--- config.mk ---
export PLATFORM = sky130hd
export DESIGN_NAME = sram_host
export DESIGN_NICKNAME = d
export VERILOG_FILES = /design/src/verilog/sram_pkg.sv /design/src/verilog/sram_timer_if.sv /design/src/verilog/sram_phase_timer.sv /design/src/verilog/sram_host.sv
export VERILOG_INCLUDE_DIRS = /design/src /design/src/verilog
export SDC_FILE = /design/constraint.sdc
export NUM_CORES = 1
export LEC_CHECK = 0
export CAP_MARGIN = 0
export CORE_UTILIZATION = 46
export DETAILED_ROUTE_END_ITERATION = 12
export DONT_BUFFER_PORTS = 1
export PLACE_DENSITY_LB_ADDON = 0.15
export SLEW_MARGIN = 10
export SYNTH_ARGS = -nofsm -noshare
export SYNTH_HDL_FRONTEND = slang
export SYNTH_HIERARCHICAL = 1
export SYNTH_SLANG_ARGS = --single-unit
export TNS_END_PERCENT = 5
--- constraint.sdc ---
create_clock -name clk -period 7.9 [get_ports clk]
set_clock_uncertainty 0.05 [all_clocks]
set_input_delay 0.395 -clock clk [delete_from_list [all_inputs] [get_ports clk]]
set_output_delay 0.395 -clock clk [all_outputs]
set_load 0.02 [all_outputs]
--- src/verilog/sram_regs.svh ---
`ifndef SRAM_REGS_SVH
`define SRAM_REGS_SVH

`define SRAM_ADDR_W 17
`define SRAM_DATA_W 8
`define SRAM_CNT_W 8

`define SRAM_CLK_PERIOD_NS 4

`define SRAM_T_AA_NS 20
`define SRAM_T_WP_NS 15
`define SRAM_T_HZ_NS 8

`define SRAM_SYNC_STAGES 2

`define SRAM_RD_CYCLES (((`SRAM_T_AA_NS + `SRAM_CLK_PERIOD_NS - 1) / `SRAM_CLK_PERIOD_NS) + `SRAM_SYNC_STAGES)
`define SRAM_WP_CYCLES ((`SRAM_T_WP_NS + `SRAM_CLK_PERIOD_NS - 1) / `SRAM_CLK_PERIOD_NS)
`define SRAM_HZ_CYCLES ((`SRAM_T_HZ_NS + `SRAM_CLK_PERIOD_NS - 1) / `SRAM_CLK_PERIOD_NS)

`define SRAM_ADDR_RST 17'h00000
`define SRAM_DATA_RST 8'h00
`define SRAM_CNT_ZERO 8'h00
`define SRAM_CNT_ONE 8'h01

`endif

--- src/verilog/sram_pkg.sv ---
`include "sram_regs.svh"

package sram_pkg;

  typedef logic [`SRAM_ADDR_W-1:0] addr_t;
  typedef logic [`SRAM_DATA_W-1:0] byte_t;
  typedef logic [`SRAM_CNT_W-1:0]  cnt_t;

  typedef enum logic [2:0]
  {
    ST_IDLE,
    ST_RD_ADDR,
    ST_RD_ACCESS,
    ST_TURN,
    ST_WR_ADDR,
    ST_WR_PULSE,
    ST_WR_HOLD
  } state_e;

endpackage

--- src/verilog/sram_timer_if.sv ---
`timescale 1ns/1ps

interface sram_timer_if;
  import sram_pkg::*;

  logic load;
  cnt_t count;
  logic expired;

  modport ctrl
  (
    output load,
    output count,
    input  expired
  );

  modport timer
  (
    input  load,
    input  count,
    output expired
  );

endinterface

--- src/verilog/sram_phase_timer.sv ---
`timescale 1ns/1ps
`include "sram_regs.svh"

module sram_phase_timer
(
  input wire logic     clk,
  input wire logic     rst,
  sram_timer_if.timer  tmr
);
  import sram_pkg::*;

  cnt_t cnt_q;
  cnt_t cnt_d;

  // A load of N keeps expired low for N-1 cycles, so a phase lasts exactly N cycles.
  always_comb
  begin
    cnt_d = cnt_q;
    if (tmr.load)
    begin
      cnt_d = tmr.count;
    end
    else if (cnt_q != `SRAM_CNT_ZERO)
    begin
      cnt_d = cnt_q - `SRAM_CNT_ONE;
    end
  end

  always_ff @(posedge clk or posedge rst)
  begin
    if (rst)
    begin
      cnt_q <= `SRAM_CNT_ZERO;
    end
    else
    begin
      cnt_q <= cnt_d;
    end
  end

  assign tmr.expired = (cnt_q == `SRAM_CNT_ONE);

endmodule

--- src/verilog/sram_host.sv ---
`timescale 1ns/1ps
`include "sram_regs.svh"

module sram_host
(
  input  wire logic           clk,
  input  wire logic           rst,
  input  wire logic           req_valid,
  output logic                req_ready,
  input  wire logic           req_write,
  input  wire sram_pkg::addr_t req_addr,
  input  wire sram_pkg::byte_t req_wdata,
  output logic                rsp_valid,
  output sram_pkg::byte_t     rsp_rdata,
  output sram_pkg::addr_t     word_select_lines,
  output logic                select_low_active_n,
  output logic                select_high_active,
  output logic                write_strobe_n,
  output logic                output_gate_n,
  output sram_pkg::byte_t     byte_lines_o,
  output logic                byte_lines_oe,
  input  wire sram_pkg::byte_t byte_lines_i
);
  import sram_pkg::*;

  sram_timer_if tmr ();

  sram_phase_timer u_timer
  (
    .clk (clk),
    .rst (rst),
    .tmr (tmr.timer)
  );

  byte_t  sync1_q;
  byte_t  sync2_q;
  byte_t  sync1_d;
  byte_t  sync2_d;

  state_e state_q;
  state_e state_d;
  addr_t  addr_q;
  addr_t  addr_d;
  byte_t  wdata_q;
  byte_t  wdata_d;
  byte_t  rdata_q;
  byte_t  rdata_d;
  logic   rsp_q;
  logic   rsp_d;
  logic   sel_q;
  logic   sel_d;
  logic   strobe_q;
  logic   strobe_d;
  logic   gate_q;
  logic   gate_d;
  logic   drive_q;
  logic   drive_d;

  // The byte lines come from a clockless part, so they are sampled through two stages first.
  always_comb
  begin
    sync1_d = byte_lines_i;
    sync2_d = sync1_q;
  end

  always_ff @(posedge clk or posedge rst)
  begin
    if (rst)
    begin
      sync1_q <= `SRAM_DATA_RST;
      sync2_q <= `SRAM_DATA_RST;
    end
    else
    begin
      sync1_q <= sync1_d;
      sync2_q <= sync2_d;
    end
  end

  always_comb
  begin
    state_d   = state_q;
    addr_d    = addr_q;
    wdata_d   = wdata_q;
    rdata_d   = rdata_q;
    rsp_d     = 1'b0;
    tmr.load  = 1'b0;
    tmr.count = `SRAM_CNT_ONE;
    case (state_q)
      ST_IDLE:
      begin
        if (req_valid)
        begin
          addr_d  = req_addr;
          wdata_d = req_wdata;
          if (req_write)
          begin
            state_d = ST_WR_ADDR;
          end
          else
          begin
            state_d = ST_RD_ADDR;
          end
        end
      end
      ST_RD_ADDR:
      begin
        // The address has stood a full cycle before the selects turn on.
        state_d   = ST_RD_ACCESS;
        tmr.load  = 1'b1;
        tmr.count = `SRAM_CNT_W'(`SRAM_RD_CYCLES);
      end
      ST_RD_ACCESS:
      begin
        if (tmr.expired)
        begin
          rdata_d   = sync2_q;
          rsp_d     = 1'b1;
          state_d   = ST_TURN;
          tmr.load  = 1'b1;
          tmr.count = `SRAM_CNT_W'(`SRAM_HZ_CYCLES);
        end
      end
      ST_TURN:
      begin
        // Gives the memory time to float its outputs before a write may drive the bus.
        if (tmr.expired)
        begin
          state_d = ST_IDLE;
        end
      end
      ST_WR_ADDR:
      begin
        state_d   = ST_WR_PULSE;
        tmr.load  = 1'b1;
        tmr.count = `SRAM_CNT_W'(`SRAM_WP_CYCLES);
      end
      ST_WR_PULSE:
      begin
        if (tmr.expired)
        begin
          state_d = ST_WR_HOLD;
        end
      end
      ST_WR_HOLD:
      begin
        rsp_d   = 1'b1;
        state_d = ST_IDLE;
      end
      default:
      begin
        state_d = ST_IDLE;
      end
    endcase

    sel_d    = 1'b0;
    strobe_d = 1'b0;
    gate_d   = 1'b0;
    drive_d  = 1'b0;
    case (state_d)
      ST_RD_ACCESS:
      begin
        sel_d  = 1'b1;
        gate_d = 1'b1;
      end
      ST_WR_ADDR:
      begin
        sel_d   = 1'b1;
        drive_d = 1'b1;
      end
      ST_WR_PULSE:
      begin
        sel_d    = 1'b1;
        strobe_d = 1'b1;
        drive_d  = 1'b1;
      end
      ST_WR_HOLD:
      begin
        sel_d   = 1'b1;
        drive_d = 1'b1;
      end
      default:
      begin
        sel_d = 1'b0;
      end
    endcase
  end

  always_ff @(posedge clk or posedge rst)
  begin
    if (rst)
    begin
      state_q  <= ST_IDLE;
      addr_q   <= `SRAM_ADDR_RST;
      wdata_q  <= `SRAM_DATA_RST;
      rdata_q  <= `SRAM_DATA_RST;
      rsp_q    <= 1'b0;
      sel_q    <= 1'b0;
      strobe_q <= 1'b0;
      gate_q   <= 1'b0;
      drive_q  <= 1'b0;
    end
    else
    begin
      state_q  <= state_d;
      addr_q   <= addr_d;
      wdata_q  <= wdata_d;
      rdata_q  <= rdata_d;
      rsp_q    <= rsp_d;
      sel_q    <= sel_d;
      strobe_q <= strobe_d;
      gate_q   <= gate_d;
      drive_q  <= drive_d;
    end
  end

  assign req_ready           = (state_q == ST_IDLE);
  assign rsp_valid           = rsp_q;
  assign rsp_rdata           = rdata_q;
  // The logical address goes out unchanged; the part's row scrambling needs no help here.
  assign word_select_lines   = addr_q;
  // Both selects move together, so either one alone would also deselect the part.
  assign select_low_active_n = ~sel_q;
  assign select_high_active  = sel_q;
  assign write_strobe_n      = ~strobe_q;
  assign output_gate_n       = ~gate_q;
  assign byte_lines_o        = wdata_q;
  assign byte_lines_oe       = drive_q;

endmodule

# --- After elaboration in Yosys (flattened, before gate mapping) ---
# Index checks and enable logic that the tools add are counted.
totals:
  reg_bits: 65
  out_inout_bits: 40
classes:
  add_sub_neg: 1
  n_eq_ne: 11
  muxes: 17
  n_bitwise: 3
  n_reduce_logical: 8
ops:
  columns: ["cell", "n"]
  rows:
  - ["$eq 3x3->1 const B", 6]
  - ["$pmux 3 s6", 1]
  - ["$mux 8", 2]
  - ["$mux 3", 5]
  - ["$eq 3x2->1 const B", 3]
  - ["$pmux 3 s3", 1]
  - ["$eq 8x1->1 const B", 1]
  - ["$reduce_bool 8->1", 1]
  - ["$sub 8x1->8 const B", 1]
  - ["$mux 1", 5]
  - ["$pmux 1 s2", 2]
  - ["$reduce_and 2->1", 2]
  - ["$reduce_or 4->1", 1]
  - ["$eq 3x1->1 const B", 1]
  - ["$logic_not 3->1", 1]
  - ["$not 1->1", 3]
  - ["$reduce_or 3->1", 1]
  - ["$mux 2", 1]
  - ["$reduce_bool 2->1", 1]
  - ["$reduce_or 2->1", 1]

# --- Depth between registers and ports, before layout ---
logic_depth:
  word_depth: 6
  depth_mapped: 13
  mapped_depth_nobuf: 10

# --- Modules after synthesis ---
# The synthesis kept the hierarchy.
by_module_without_submodules:
  columns: ["mod", "instances", "cells_each", "area_per_inst_um2"]
  rows:
  - ["sram_host", 1, 136, 2184.6]
  - ["sram_phase_timer", 1, 55, 503.0]

# --- Worst setup path after synthesis ---
# No wires, ideal clock.
synth_timing:
  kind: "flip-flop to flip-flop"
  startpoint: "register u_timer.cnt_q[3]"
  endpoint: "register u_timer.cnt_q[0]"
  setup_ns: 0.152
  t_arrival_ns: 2.499
  required_ns: 7.698
  setup_slack_ns: 5.199
  stages_incl_launch_ff: 13
  path_buffers: 3
  path_cell_list: "dfrtp_1 nor4_2 and3_2 clkbuf_1 and4bb_2 buf_2 o21ba_2 o21ai_0 inv_1 and4_1 buf_6 nor3_2 a221oi_2"
synth_between:
  elab_chain_cells: 4
  word_cells_on_any_way: 8
  classes_between: "eq/ne (1); mux (5); reduce/logical (2)"
synth_rtl:
  columns: ["element", "line", "text"]
  rows:
  - ["from (decl)", "sram_phase_timer.sv:12", "cnt_t cnt_q;"]
  - ["from (signal assigned)", "sram_phase_timer.sv:33", "cnt_q <= `SRAM_CNT_ZERO;"]
  - ["from (signal assigned)", "sram_phase_timer.sv:37", "cnt_q <= cnt_d;"]
  - ["$eq 8x1->1 (no line)", null, null]
  - ["named net tmr.expired", "sram_timer_if.sv:8", "logic expired;"]
  - ["$mux 2", "sram_host.sv:115", "if (tmr.expired)"]
  - ["$pmux 3 s3", "sram_host.sv:89", "case (state_q)"]
  - ["named net tmr.count[0]", "sram_timer_if.sv:7", "cnt_t count;"]
  - ["$mux 8", "sram_phase_timer.sv:19", "if (tmr.load)"]
# The timed path passes the listed nets, and every way through them passes these cells.
# A chain may end at the register's enable or synchronous reset.

# --- Worst setup path after layout ---
# Ends and elaborated chain as after synthesis.

==> impl_metrics.env <==
export IMPL_yosysSeqAreaShare_pct=60.5
export IMPL_syn_to_final_growth_pct=8.47
export IMPL_cts_tree="done"
export IMPL_worstSkewPairLatency_ns=0.33
export IMPL_p_sw_share_pct=36.9
export IMPL_period_minus_slack_ns=3.10
export IMPL_layout_drive_gt1_share_pct=28.6
export IMPL_worst_slew_pin_slew_ns=0.670
export IMPL_p_int_mw=0.807
export IMPL_p_comb_share_pct=26.1
export IMPL_synthTopCellsByArea="dfrtp_1 (61%), mux2_4 (11%), mux2_2 (5.9%)"
export IMPL_drv_slew=0
export IMPL_critPathKind="flop to flop"
export IMPL_antenna_found_initial=0
export IMPL_post_cts_buffers=0
export IMPL_seqPwrFrac_pct=51.5
export IMPL_nNetsFinal=238
export IMPL_finalSetupViolCount=0
export IMPL_dp_cells=258
export IMPL_rows=27
export IMPL_power_per_cell_area_nw_per_um2=439
export IMPL_max_freq_ghz=0.323
export IMPL_switching_power_mw=0.472
export IMPL_place_congestion=0.764
export IMPL_hold_path_class="input pin to flop"
export IMPL_start_kind="flop"
export IMPL_vias=1396
export IMPL_wire_per_inst_um=16.3
export IMPL_grt_busiest_layer="met2"
export IMPL_syn_avg_cell_area_um2=14.1
export IMPL_synth_cells=191
export IMPL_start_util_pct=48.2
export IMPL_crit_fanout=12
export IMPL_vdd_drop_max_mv=0.220
export IMPL_synth_largest_area_cell="dfrtp_1"
export IMPL_endpoint_kind="flop"
export IMPL_post_route_period_util_pct=39.2
export IMPL_path_clk_slew_ns=0.06
export IMPL_finalHoldViolCount=0
export IMPL_grt_overflow_total=0
export IMPL_cp_data_required_time_ns=8.03
export IMPL_grt_util_met2_pct=23.3
export IMPL_dieArea_um2=6150
export IMPL_cp_arrival_ns=3.23
export IMPL_utilization_pct=52.3
export IMPL_ys_ff_latch=65
export IMPL_grt_pass1_wl_um=7480
export IMPL_slew_headroom_pct=55.3
export IMPL_postRouteAntennaNets=0
export IMPL_p_leak_nw=1.37
export IMPL_stdcell_area_um2=2920
export IMPL_outcome="finished, final reports clean"
export IMPL_grt_max_degree=58
export IMPL_drt_iter0_drc=51
export IMPL_drc_errors=0
export IMPL_cts_root_buf="clkbuf_8"
export IMPL_insertedDiodeCount=0
export IMPL_grt_use_total_pct=16.7
export IMPL_rsz0062_at_grt="no"
export IMPL_io_buffers=0
export IMPL_routed_wl_um=4490
export IMPL_grt_use_met3_pct=7.56
export IMPL_die_x_um=78.4
export IMPL_numCtsBuffers=9
export IMPL_instances_no_fill=275
export IMPL_max_clock_path_buffers=2
export IMPL_ys_warn_count=6
export IMPL_groute_layer_met1_usage_pct=21.5
export IMPL_dpl_cell_area_um2=2700
export IMPL_grt_pass1_vias=1463
export IMPL_synth_distinct_cells=36
export IMPL_finalSetupTns_ns=0
export IMPL_viasPerCell=5.08
export IMPL_clock_power_share_pct=22.4
export IMPL_synth_area_um2=2690
export IMPL_dp_final_hpwl_um=3130
export IMPL_maxCapViolCount=0
export IMPL_core_um2=5570
export IMPL_cts_sinks=65
export IMPL_num_io_pins=77
export IMPL_htreeDepth=3
export IMPL_dr_pass1_iters=4
export IMPL_fp_dieH_um=78.4
export IMPL_synth_top_area_share_pct=60.5
==> power groups by stage <==
stage	combinational [mW]	clock (mW)	sequential (mW)
after floorplan	0.337	0	0.618
after global placement	0.327	0	0.662
after detailed placement	0.336	0	0.664
after CTS	0.338	0.294	0.661
after global routing	0.368	0.311	0.674
final	0.334	0.286	0.659
==> layout make-up <==
| type | count | area (µm²) |
|---|---|---|
| clock inverter | 2 | 35.0 |
| sequential | 65 | 1630 |
| multi-input combinational | 108 | 928 |
| inverter | 12 | 45.0 |
| tap | 72 | 90.1 |
| clock buffer | 14 | 173 |
| fill | 492 | 2660 |
| timing repair buffer | 2 | 17.5 |
==> through the flow <==
| stage | worst slack [ns] | power (mW) | hold WS (ns) |
|---|---|---|---|
| floorplan | 5.20 | 0.955 | 0.161 |
| global placement | 4.88 | 0.988 | 0.212 |
| detailed placement | 4.79 | 1.00 | 0.214 |
| CTS | 4.78 | 1.29 | 0.0250 |
| global route | 4.54 | 1.35 | 0.0145 |
| finish | 4.80 | 1.28 | 0.0400 |
==> critical path, stage by stage (launching register included) <==
cell and delay (ns):
dfrtp_1 0.42, nor4_2 0.36, and3_2 0.32, and4bb_2 0.39, o21ba_2 0.20, o21ai_0 0.24, inv_1 0.36, and4_1 0.38
nor3_2 0.18, a221oi_2 0.05
==> path summary, 6_finish.rpt <==
check                                 start                to  slack [ns]  depth (start not counted)
min in group asynchronous               rst      rsp_rdata[6]        0.07                          2
max                        u_timer/cnt_q[3]  u_timer/cnt_q[0]        4.80                          9
min reg2reg                      sync1_q[5]        sync2_q[5]        0.29                          0
max in group asynchronous               rst  u_timer/cnt_q[6]        7.16                          2
max reg2reg                u_timer/cnt_q[3]  u_timer/cnt_q[0]        4.80                          9
min                         byte_lines_i[6]        sync1_q[6]        0.04                          0
==> what timing repair did <==
item / in CTS / in global routing
endpoints found under the hold margin: 8 / 0
resized for setup: 0 / 0
hold buffers: 1 / 0
==> state kept, by name, indices dropped and copies added, names as in the netlist <==
register,cells
byte_lines_o,8
select_high_active,1
sync1_q,8
rsp_valid,1
byte_lines_oe,1
rsp_rdata,8
u_timer/cnt_q,8
state_q,3
strobe_q,1
sync2_q,8
word_select_lines,17
gate_q,1
==> synthesized netlist by cell type <==
cell type	instances
a211oi_1	3
a21oi_1	6
a221oi_2	1
a31oi_1	1
and2_4	1
and3_1	1
and3_2	1
and4_1	1
and4bb_2	1
buf_12	3
buf_2	1
buf_6	2
clkbuf_1	4
conb_1	1
dfrtp_1	65
ha_1	3
inv_1	12
mux2_2	14
mux2_4	20
mux2i_1	1
nand2_1	11
nand2b_1	1
nand3_1	2
nor2_1	12
nor3_1	1
nor3_2	1
nor3_4	1
nor3b_1	1
nor4_2	1
o211a_1	1
o21ai_0	7
o21ba_2	1
o31a_1	1
or2b_1	1
xnor2_1	1
xor2_1	6
==> logic make-up (layout without fill, tap and decap cells) <==
kind of cell	after synthesis	after routing	share of synthesized area [%]
AND/OR/NAND/NOR	37	37	7.64
buffers and inverters	22	30	5.49
AO/OA/AOI/OAI	21	21	5.12
multiplexers	35	35	17.4
other	1	5	0.140
XOR/XNOR	7	7	2.28
flip-flops	65	65	60.5
adder cells (fa/ha/maj)	3	3	1.40
==> per-layer routing <==
layer  vias up  routed length, µm
met5         -                  0
met3        12                358
met4         0                103
met2        48               2100
li1        648                  -
met1       688               1920
==> cell usage in the layout, fill, tap and decap left out, types with 2 or more instances in the layout <==
master and instances:
dfrtp_1 65, mux2_4 20, mux2_2 14, nor2_1 12
clkbuf_8 12, inv_1 11, nand2_1 11, o21ai_0 7
a21oi_1 6, xor2_1 6, conb_1 5, a211oi_1 3
ha_1 3, nand3_1 2, clkbuf_1 2
(Power assumes the default switching activity.)
